$ cat src/pkg/ftd_defs.vh
// Constants for the flash trigger divider: register map, fields, resets and timing
`ifndef FTD_DEFS_VH
`define FTD_DEFS_VH

// ----------------------------------------------------------------------------
// Register byte offsets
// ----------------------------------------------------------------------------
`define FTD_REG_CTRL 4'h0
`define FTD_REG_STATUS 4'h4
`define FTD_REG_COUNT 4'h8

// ----------------------------------------------------------------------------
// Control register fields
// ----------------------------------------------------------------------------
`define FTD_CTRL_EN_BIT 0
`define FTD_CTRL_SINGLE_BIT 1
`define FTD_CTRL_POS_LSB 4
`define FTD_CTRL_POS_MSB 6

// ----------------------------------------------------------------------------
// Divide ratio jumper positions and reset values
// ----------------------------------------------------------------------------
`define FTD_POS_OFF 3'h1
`define FTD_POS_DIV10 3'h2
`define FTD_POS_DIV12 3'h3
`define FTD_POS_DIV14 3'h4
`define FTD_POS_DIV16 3'h5
`define FTD_CTRL_RESET 32'h0000_0050
`define FTD_CTRL_RESET_EN 1'b0

// ----------------------------------------------------------------------------
// Timing
// ----------------------------------------------------------------------------
`define FTD_PULSE_NS 5000
`define FTD_CLK_NS 50
`define FTD_PULSE_CYC ((`FTD_PULSE_NS + `FTD_CLK_NS - 1) / `FTD_CLK_NS)

// AXI responses
`define FTD_RESP_OKAY 2'h0
`define FTD_RESP_SLVERR 2'h2

`endif

$ cat src/rtl/ftd_pulse_gen.v
// Fixed width trigger pulse stretcher for the lamp output
`timescale 1ns/1ps
module ftd_pulse_gen #(
  parameter WIDTH = 100
) (
  // Clock and reset
  input wire i_sys_clk,
  input wire i_srst,
  // Control
  input wire i_fire,
  input wire i_allow,
  // Output
  output wire o_pulse
);
  reg [15:0] cnt_q;
  reg pulse_q;

  // A new fire during a running pulse is merged; the lamp sees one flash
  always @(posedge i_sys_clk)
  begin
    if (i_srst || !i_allow)
    begin
      cnt_q <= 16'h0000;
      pulse_q <= 1'b0;
    end
    else if (i_fire && !pulse_q)
    begin
      cnt_q <= WIDTH[15:0] - 16'h0001;
      pulse_q <= 1'b1;
    end
    else if (pulse_q)
    begin
      if (cnt_q == 16'h0000)
        pulse_q <= 1'b0;
      else
        cnt_q <= cnt_q - 16'h0001;
    end
  end

  assign o_pulse = pulse_q;
endmodule

$ cat src/rtl/ftd_top.v
// Flash trigger divider with AXI4-Lite control for a pulsed xenon lamp
//
// Contract
// - Each flash is requested by one positive logic-level pulse and the lamp fires once per pulse.
// - Single flash mode gives exactly one strobe per integration cycle.
// - Multiple mode strobes at master clock over 2^10/2^12/2^14/2^16 for positions 2..5; 1 is off.
// - The divide ratio defaults to 2^16.
// - Strobes reach the lamp only while strobe enable is set by software.
// - Output rate follows the sample clock in multiple mode and the scan rate in single mode.
//
// Register access over AXI4-Lite and the register offsets are this design's own decisions.
`timescale 1ns/1ps
`include "ftd_defs.vh"
module ftd_top #(
  parameter PULSE_CYC = `FTD_PULSE_CYC
) (
  // Clock and reset
  input wire i_sys_clk,
  input wire i_srst,
  // Converter timing (external pins)
  input wire i_master_clk,
  input wire i_integ_start,
  // Lamp trigger
  output wire o_lamp_trigger,
  // AXI4-Lite write address
  input wire [3:0] i_s_axi_awaddr,
  input wire i_s_axi_awvalid,
  output wire o_s_axi_awready,
  // AXI4-Lite write data
  input wire [31:0] i_s_axi_wdata,
  input wire [3:0] i_s_axi_wstrb,
  input wire i_s_axi_wvalid,
  output wire o_s_axi_wready,
  // AXI4-Lite write response
  output wire [1:0] o_s_axi_bresp,
  output wire o_s_axi_bvalid,
  input wire i_s_axi_bready,
  // AXI4-Lite read address
  input wire [3:0] i_s_axi_araddr,
  input wire i_s_axi_arvalid,
  output wire o_s_axi_arready,
  // AXI4-Lite read data
  output wire [31:0] o_s_axi_rdata,
  output wire [1:0] o_s_axi_rresp,
  output wire o_s_axi_rvalid,
  input wire i_s_axi_rready
);

  // --------------------------------------------------------------------------
  // Divide exponent lookup, shared by the divider and the status view
  // --------------------------------------------------------------------------
  // Unused codes map to zero, which the rest of the block reads as disabled except in single mode
  function [4:0] ftd_exp;
    input [2:0] pos;
    begin
      case (pos)
        `FTD_POS_DIV10: ftd_exp = 5'h0a;
        `FTD_POS_DIV12: ftd_exp = 5'h0c;
        `FTD_POS_DIV14: ftd_exp = 5'h0e;
        `FTD_POS_DIV16: ftd_exp = 5'h10;
        default: ftd_exp = 5'h00;
      endcase
    end
  endfunction

  // --------------------------------------------------------------------------
  // Pin synchronisers and edge detect
  // --------------------------------------------------------------------------
  reg [1:0] mclk_sync_q;
  reg [1:0] integ_sync_q;
  reg mclk_prev_q;
  reg integ_prev_q;
  wire mclk_rise;
  wire integ_rise;

  // Reset values equal the idle pin levels, so no false edge follows reset
  // Two stages before any logic; edge detect looks only at the second
  always @(posedge i_sys_clk)
  begin
    if (i_srst)
    begin
      mclk_sync_q <= 2'b00;
      integ_sync_q <= 2'b00;
      mclk_prev_q <= 1'b0;
      integ_prev_q <= 1'b0;
    end
    else
    begin
      mclk_sync_q <= {mclk_sync_q[0], i_master_clk};
      integ_sync_q <= {integ_sync_q[0], i_integ_start};
      mclk_prev_q <= mclk_sync_q[1];
      integ_prev_q <= integ_sync_q[1];
    end
  end

  assign mclk_rise = mclk_sync_q[1] & ~mclk_prev_q;
  assign integ_rise = integ_sync_q[1] & ~integ_prev_q;

  // --------------------------------------------------------------------------
  // Control registers
  // --------------------------------------------------------------------------
  // Software image of the strobe enable, the mode toggle and the divider setting
  reg strobe_en_q;
  reg single_mode_q;
  reg [2:0] divide_ratio_jumper_q;
  reg [15:0] flash_count_q;
  wire pos_enabled;
  wire allow;

  // Disabled positions hold the trigger low; single mode needs no divider
  assign pos_enabled = (ftd_exp(divide_ratio_jumper_q) != 5'h00);
  assign allow = strobe_en_q & (single_mode_q | pos_enabled);

  // --------------------------------------------------------------------------
  // Divider and strobe source
  // --------------------------------------------------------------------------
  // Counter is as wide as the largest ratio, so 2^16 needs no extra bit
  reg [15:0] div_cnt_q;
  reg fire_q;
  wire [16:0] div_top;

  // Terminal count is 2^n minus one master clock edges
  assign div_top = (17'h0_0001 << ftd_exp(divide_ratio_jumper_q)) - 17'h0_0001;

  // Single mode fires at each integration start; multiple mode counts master edges
  always @(posedge i_sys_clk)
  begin
    if (i_srst)
    begin
      div_cnt_q <= 16'h0000;
      fire_q <= 1'b0;
    end
    else
    begin
      fire_q <= 1'b0;
      if (!allow || integ_rise)
      begin
        div_cnt_q <= 16'h0000;
        if (allow && single_mode_q)
          fire_q <= 1'b1;
      end
      else if (!single_mode_q && mclk_rise)
      begin
        if (div_cnt_q == div_top[15:0])
        begin
          div_cnt_q <= 16'h0000;
          fire_q <= 1'b1;
        end
        else
          div_cnt_q <= div_cnt_q + 16'h0001;
      end
    end
  end

  // Flash counter for software, wraps silently
  // Limitation: software must sample it before 2^16 flashes have passed
  always @(posedge i_sys_clk)
  begin
    if (i_srst)
      flash_count_q <= 16'h0000;
    else if (fire_q && allow)
      flash_count_q <= flash_count_q + 16'h0001;
  end

  // --------------------------------------------------------------------------
  // Trigger pulse output
  // --------------------------------------------------------------------------
  ftd_pulse_gen #(
    .WIDTH(PULSE_CYC)
  ) u_pulse (
    .i_sys_clk(i_sys_clk),
    .i_srst(i_srst),
    .i_fire(fire_q),
    .i_allow(allow),
    .o_pulse(o_lamp_trigger)
  );

  // --------------------------------------------------------------------------
  // AXI4-Lite write path
  // --------------------------------------------------------------------------
  reg aw_held_q;
  reg w_held_q;
  reg [3:0] awaddr_q;
  reg [31:0] wdata_q;
  reg [3:0] wstrb_q;
  reg bvalid_q;
  reg [1:0] bresp_q;
  wire do_write;

  // Ready stays low while a half is parked or the answer waits: one write at a time
  assign o_s_axi_awready = ~aw_held_q & ~bvalid_q;
  assign o_s_axi_wready = ~w_held_q & ~bvalid_q;
  assign do_write = aw_held_q & w_held_q & ~bvalid_q;
  assign o_s_axi_bvalid = bvalid_q;
  assign o_s_axi_bresp = bresp_q;

  // Address and data are captured independently, in either order
  always @(posedge i_sys_clk)
  begin
    if (i_srst)
    begin
      aw_held_q <= 1'b0;
      w_held_q <= 1'b0;
      awaddr_q <= 4'h0;
      wdata_q <= 32'h0000_0000;
      wstrb_q <= 4'h0;
      bvalid_q <= 1'b0;
      bresp_q <= `FTD_RESP_OKAY;
    end
    else
    begin
      if (i_s_axi_awvalid && o_s_axi_awready)
      begin
        aw_held_q <= 1'b1;
        awaddr_q <= i_s_axi_awaddr;
      end
      if (i_s_axi_wvalid && o_s_axi_wready)
      begin
        w_held_q <= 1'b1;
        wdata_q <= i_s_axi_wdata;
        wstrb_q <= i_s_axi_wstrb;
      end
      if (do_write)
      begin
        aw_held_q <= 1'b0;
        w_held_q <= 1'b0;
        bvalid_q <= 1'b1;
        bresp_q <= (awaddr_q == `FTD_REG_CTRL) ? `FTD_RESP_OKAY : `FTD_RESP_SLVERR;
      end
      else if (bvalid_q && i_s_axi_bready)
        bvalid_q <= 1'b0;
    end
  end

  // Control register; only byte lane 0 carries fields
  always @(posedge i_sys_clk)
  begin
    if (i_srst)
    begin
      strobe_en_q <= `FTD_CTRL_RESET_EN;
      single_mode_q <= 1'b0;
      divide_ratio_jumper_q <= `FTD_POS_DIV16;
    end
    else if (do_write && awaddr_q == `FTD_REG_CTRL && wstrb_q[0])
    begin
      strobe_en_q <= wdata_q[`FTD_CTRL_EN_BIT];
      single_mode_q <= wdata_q[`FTD_CTRL_SINGLE_BIT];
      divide_ratio_jumper_q <= wdata_q[`FTD_CTRL_POS_MSB:`FTD_CTRL_POS_LSB];
    end
  end

  // --------------------------------------------------------------------------
  // AXI4-Lite read path
  // --------------------------------------------------------------------------
  reg rvalid_q;
  reg [31:0] rdata_q;
  reg [1:0] rresp_q;
  wire [31:0] ctrl_view;
  wire [31:0] status_view;

  // One read in flight; a new address waits until the data is taken
  assign o_s_axi_arready = ~rvalid_q;
  assign o_s_axi_rvalid = rvalid_q;
  assign o_s_axi_rdata = rdata_q;
  assign o_s_axi_rresp = rresp_q;
  assign ctrl_view = {25'h000_0000, divide_ratio_jumper_q, 2'b00, single_mode_q, strobe_en_q};
  // Status packs the live trigger, integration level, gate and exponent
  assign status_view = {19'h0_0000, ftd_exp(divide_ratio_jumper_q), 5'h00, allow,
                        integ_sync_q[1], o_lamp_trigger};

  // Read data is registered; unmapped addresses answer zero with an error
  always @(posedge i_sys_clk)
  begin
    if (i_srst)
    begin
      rvalid_q <= 1'b0;
      rdata_q <= 32'h0000_0000;
      rresp_q <= `FTD_RESP_OKAY;
    end
    else if (i_s_axi_arvalid && o_s_axi_arready)
    begin
      rvalid_q <= 1'b1;
      rresp_q <= `FTD_RESP_OKAY;
      case (i_s_axi_araddr)
        `FTD_REG_CTRL: rdata_q <= ctrl_view;
        `FTD_REG_STATUS: rdata_q <= status_view;
        `FTD_REG_COUNT: rdata_q <= {16'h0000, flash_count_q};
        default:
        begin
          rdata_q <= 32'h0000_0000;
          rresp_q <= `FTD_RESP_SLVERR;
        end
      endcase
    end
    else if (rvalid_q && i_s_axi_rready)
      rvalid_q <= 1'b0;
  end
endmodule

$ cat config.mk
export PLATFORM = sky130hd
export DESIGN_NAME = ftd_top
export DESIGN_NICKNAME = d
export VERILOG_FILES = /design/src/rtl/ftd_pulse_gen.v /design/src/rtl/ftd_top.v
export VERILOG_INCLUDE_DIRS = /design/src /design/src/pkg
export SDC_FILE = /design/constraint.sdc
export NUM_CORES = 1
export LEC_CHECK = 0
export BUFFER_PORTS_ARGS = -buffer_cell sky130_fd_sc_hd__buf_2
export CAP_MARGIN = 0
export CORE_UTILIZATION = 25
export CTS_CLUSTER_DIAMETER = 200
export CTS_CLUSTER_SIZE = 28
export DETAILED_ROUTE_END_ITERATION = 16
export SETUP_SLACK_MARGIN = 0.02
export SLEW_MARGIN = 30
export SYNTH_ARGS = -nofsm -noshare
export SYNTH_HDL_FRONTEND = slang
export SYNTH_SLANG_ARGS = --single-unit
$ cat constraint.sdc
create_clock -name i_sys_clk -period 4 [get_ports i_sys_clk]
set_input_delay 1.2 -clock i_sys_clk [delete_from_list [all_inputs] [get_ports i_sys_clk]]
set_output_delay 1.2 -clock i_sys_clk [all_outputs]
set_load 0.1 [all_outputs]
==> impl_metrics.toml <==
[status]
outcome = "finished clean"

[sta]
setup_viol = 0
tightest_slew_ns = 0.7571
hold_viol = 0
fin_ws_ns = 0.8011
fmax_ghz = 0.3126
finalClockSkew_ns = 0.007012
slew_violations = 0
relSlewSlack_pct = 49.41
min_period_ns = 3.199
finalSetupTns_ns = 0
grt_setup_unrepaired = "false"
finalCritPeriodShare_pct = 79.97
fin_hold_ws_ns = 0.4357

[logic_synthesis]
ys.flop_type = "dfxtp_1"
synthSimpleGateAreaFrac_pct = 27.07
synth-async-reset-ratio_pct = 0
synthMuxAreaShare_pct = 4.094
ys_warn_count = 0
syn_area_sq_um = 4493
synthXorXnorAreaFrac_pct = 8.382
synth_compound_area_share_pct = 10.67
ys_types = 57
yosys_register_bits = 93
synthAdderAreaFrac_pct = 1.114
syn-instance-count = 514
syn_avg_cell_area_sq_um = 8.741
synth_top_family_by_area = "simple AND/OR/NAND/NOR gates"
synth-seq-area-share_pct = 41.44
synth-edff-count = 0

[clock_tree]
cts_buffers = 9
postCtsResizedCells = 0
cts_root_buffer = "clkbuf_16"
htree_levels = 3
cts.sink_count = 93
holdBufCountCts = 0
post-cts-setup-buffers = 0
cts_buffer_depth = 2
insertion_delay_ns = 0.34
cts.clk_slew.worst_paths_ns = 0.07
cts_tree = "done"

[route]
antenna_left = 0
vias_per_cell = 4.461
dr_total_vias = 3466
drc_errors = 0
drt-pass1-iter-count = 4
avgRoutedWirePerCell_um = 11.88
wl_um = 9228
first_iter_violations = 169

[layout]
seqCellArea_sq_um = 1862
final_nets = 606
multi_input_comb_area_sq_um = 2390
n_antenna_cell = 0
area_growth_pct = 14.06
drive_above_1_share_pct = 17.03
final_cell_mix = "dfxtp_1, nor2_1, buf_2"
finalNonFillerCells = 777
fill_cells = 1862
final_common_cell = "dfxtp_1"

[placed_design]
port_buffers = 46
dp.cells = 763
dp.final_hpwl_um = 6733
gp_congestion = 0.7731
dp_slack_ns = 0.7416

[grt]
grt_antenna_before_repair = 0
overflow = 0
grt_max_degree = 38
grt.total_usage_pct = 10.93
grt_pass1_vias = 3179
grt_pass1_wl_um = 15750

[setup_path]
required_ns = 4.20
reg2reg_from = "divide_ratio_jumper_q[2]"
timing.rr.end = "div_cnt_q[14]"
arrival_ns = 3.40
cp_max_fo = 11
end_kind = "flop"
start_kind = "flop"
critPathKind = "reg2reg"
r2r_slack_ns = 0.80
worstRegToRegCells = 9

[die]
row_count = 48
die_x_um = 136.1
die_area_sq_um = 18510
start_util_pct = 25.80
io_pins = 95
coreArea_sq_um = 17420
die_h_um = 136.1

[min_path]
holdCritPathClass = "reg2reg"
hold_path_startpoint = "mclk_sync_q[0]"
hold-path-endpoint = "mclk_sync_q[1]"
holdPathStages = 1

[power_and_ir_drop]
vdd_ir_drop_max_uv = 214.1
powerDensity_nw_per_um2 = 378.7
p_leak_nw = 1.766

[job]
cap_viol_max_count = 0
-- logic make-up (layout without fill, tap and decap cells) --
| group | after synthesis | after routing |
|---|---|---|
| AO/OA/AOI/OAI | 69 | 69 |
| XOR/XNOR | 43 | 43 |
| adder cells (fa/ha/maj) | 4 | 4 |
| buffers and inverters | 59 | 80 |
| flip-flops | 93 | 93 |
| multiplexers | 18 | 18 |
| other | 2 | 19 |
| AND/OR/NAND/NOR | 226 | 226 |
-- critical path: stages, from the launching register on --
cell       delay [ns]
dfxtp_1          0.53
xnor2_1          0.27
inv_1            0.22
ha_1             0.32
or4_4            0.44
a22oi_4          0.17
nand4_2          0.14
a2111oi_4        0.59
buf_4            0.30
nor3_1           0.08
-- state kept, by name, summed over array words and instances (netlist names), 2 cells and up --
register	count
divide_ratio_jumper_q	3
mclk_sync_q	2
awaddr_q	4
u_pulse.cnt_q	16
div_cnt_q	16
flash_count_q	16
integ_sync_q	2
o_s_axi_rdata	16
wdata_q	5
-- worst max-delay path by stage --
| stage | startpoint | end | cells past startpoint |
|---|---|---|---|
| final | divide_ratio_jumper_q[2] | div_cnt_q[14] | 9 |
| after global routing | divide_ratio_jumper_q[2] | div_cnt_q[13] | 9 |
| after CTS | divide_ratio_jumper_q[2] | div_cnt_q[14] | 9 |
| after detailed placement | divide_ratio_jumper_q[2] | div_cnt_q[14] | 9 |
| after global placement | divide_ratio_jumper_q[2] | div_cnt_q[14] | 9 |
| after floorplan | o_s_axi_bvalid | o_s_axi_awready | 1 |
-- layout make-up --
| type | instances | area share, % |
|---|---|---|
| Clock buffer | 9 | 4.395 |
| Clock inverter | 5 | 0.7568 |
| Inverter | 14 | 1.025 |
| Multi-Input combinational cell | 379 | 46.63 |
| Sequential cell | 93 | 36.33 |
| Tap cell | 225 | 5.493 |
| Timing Repair Buffer | 52 | 5.371 |
-- synthesized netlist by cell type, types with 2 or more instances --
master      n  area, sq um
conb_1      2        7.510
buf_4      18        135.1
o2111ai_1   2        17.52
a211oi_1    5        37.54
o211ai_1    7        52.55
nor3_1     26        130.1
nand4_1     7        43.79
or2_2       3        18.77
buf_2       5        25.02
buf_6       3        33.78
nor3b_1     4        30.03
a22oi_1    10        75.07
clkbuf_1   18        67.56
a2111oi_0   2        17.52
nor2b_1    11        68.82
mux2_2      3        33.78
o21ai_0    15        75.07
ha_1        4        50.05
nor4_1      6        37.54
and2_1      3        18.77
or4_4       2        22.52
nand2_1    34        127.6
nand2b_1    5        31.28
nor2_1     66        247.7
nand3_1    23        115.1
inv_1      14        52.55
or3_1       7        43.79
nor3_2     10        100.1
xor2_1     21        183.9
mux2i_1    15        150.1
or4_1       3        22.52
nand3b_1    4        30.03
and4_1      2        17.52
a21oi_1    18        90.09
dfxtp_1    93         1862
xnor2_1    22        192.7
-- through the flow --
step                utilization (%)  area (sq um)  power [mW]
finish                        29.43          5125       1.941
global route                  29.43          5125       2.030
CTS                           29.39          5119       1.983
detailed placement            27.87          4855       1.187
global placement              27.87          4855       1.186
floorplan                         -          4557       1.166
-- power by group --
| part | total, mW | leakage (nW) | internal [mW] | switching, mW |
|---|---|---|---|---|
| sequential | 0.951 | 0.753 | 0.941 | 0.0104 |
| combinational | 0.213 | 0.885 | 0.0408 | 0.172 |
| clock | 0.776 | 0.128 | 0.417 | 0.359 |
| total | 1.94 | 1.77 | 1.40 | 0.542 |
-- layer usage --
layer	routed length, um	up-vias	global-route usage [%]	share of wire [%]
met5	0	-	0	0
met3	402	10	3.803	4.4
met1	4524	1585	14.02	49
met2	4152	50	16.67	45
met4	149	0	4.259	1.6
li1	-	1821	-	-
(Power assumes the default switching activity.)
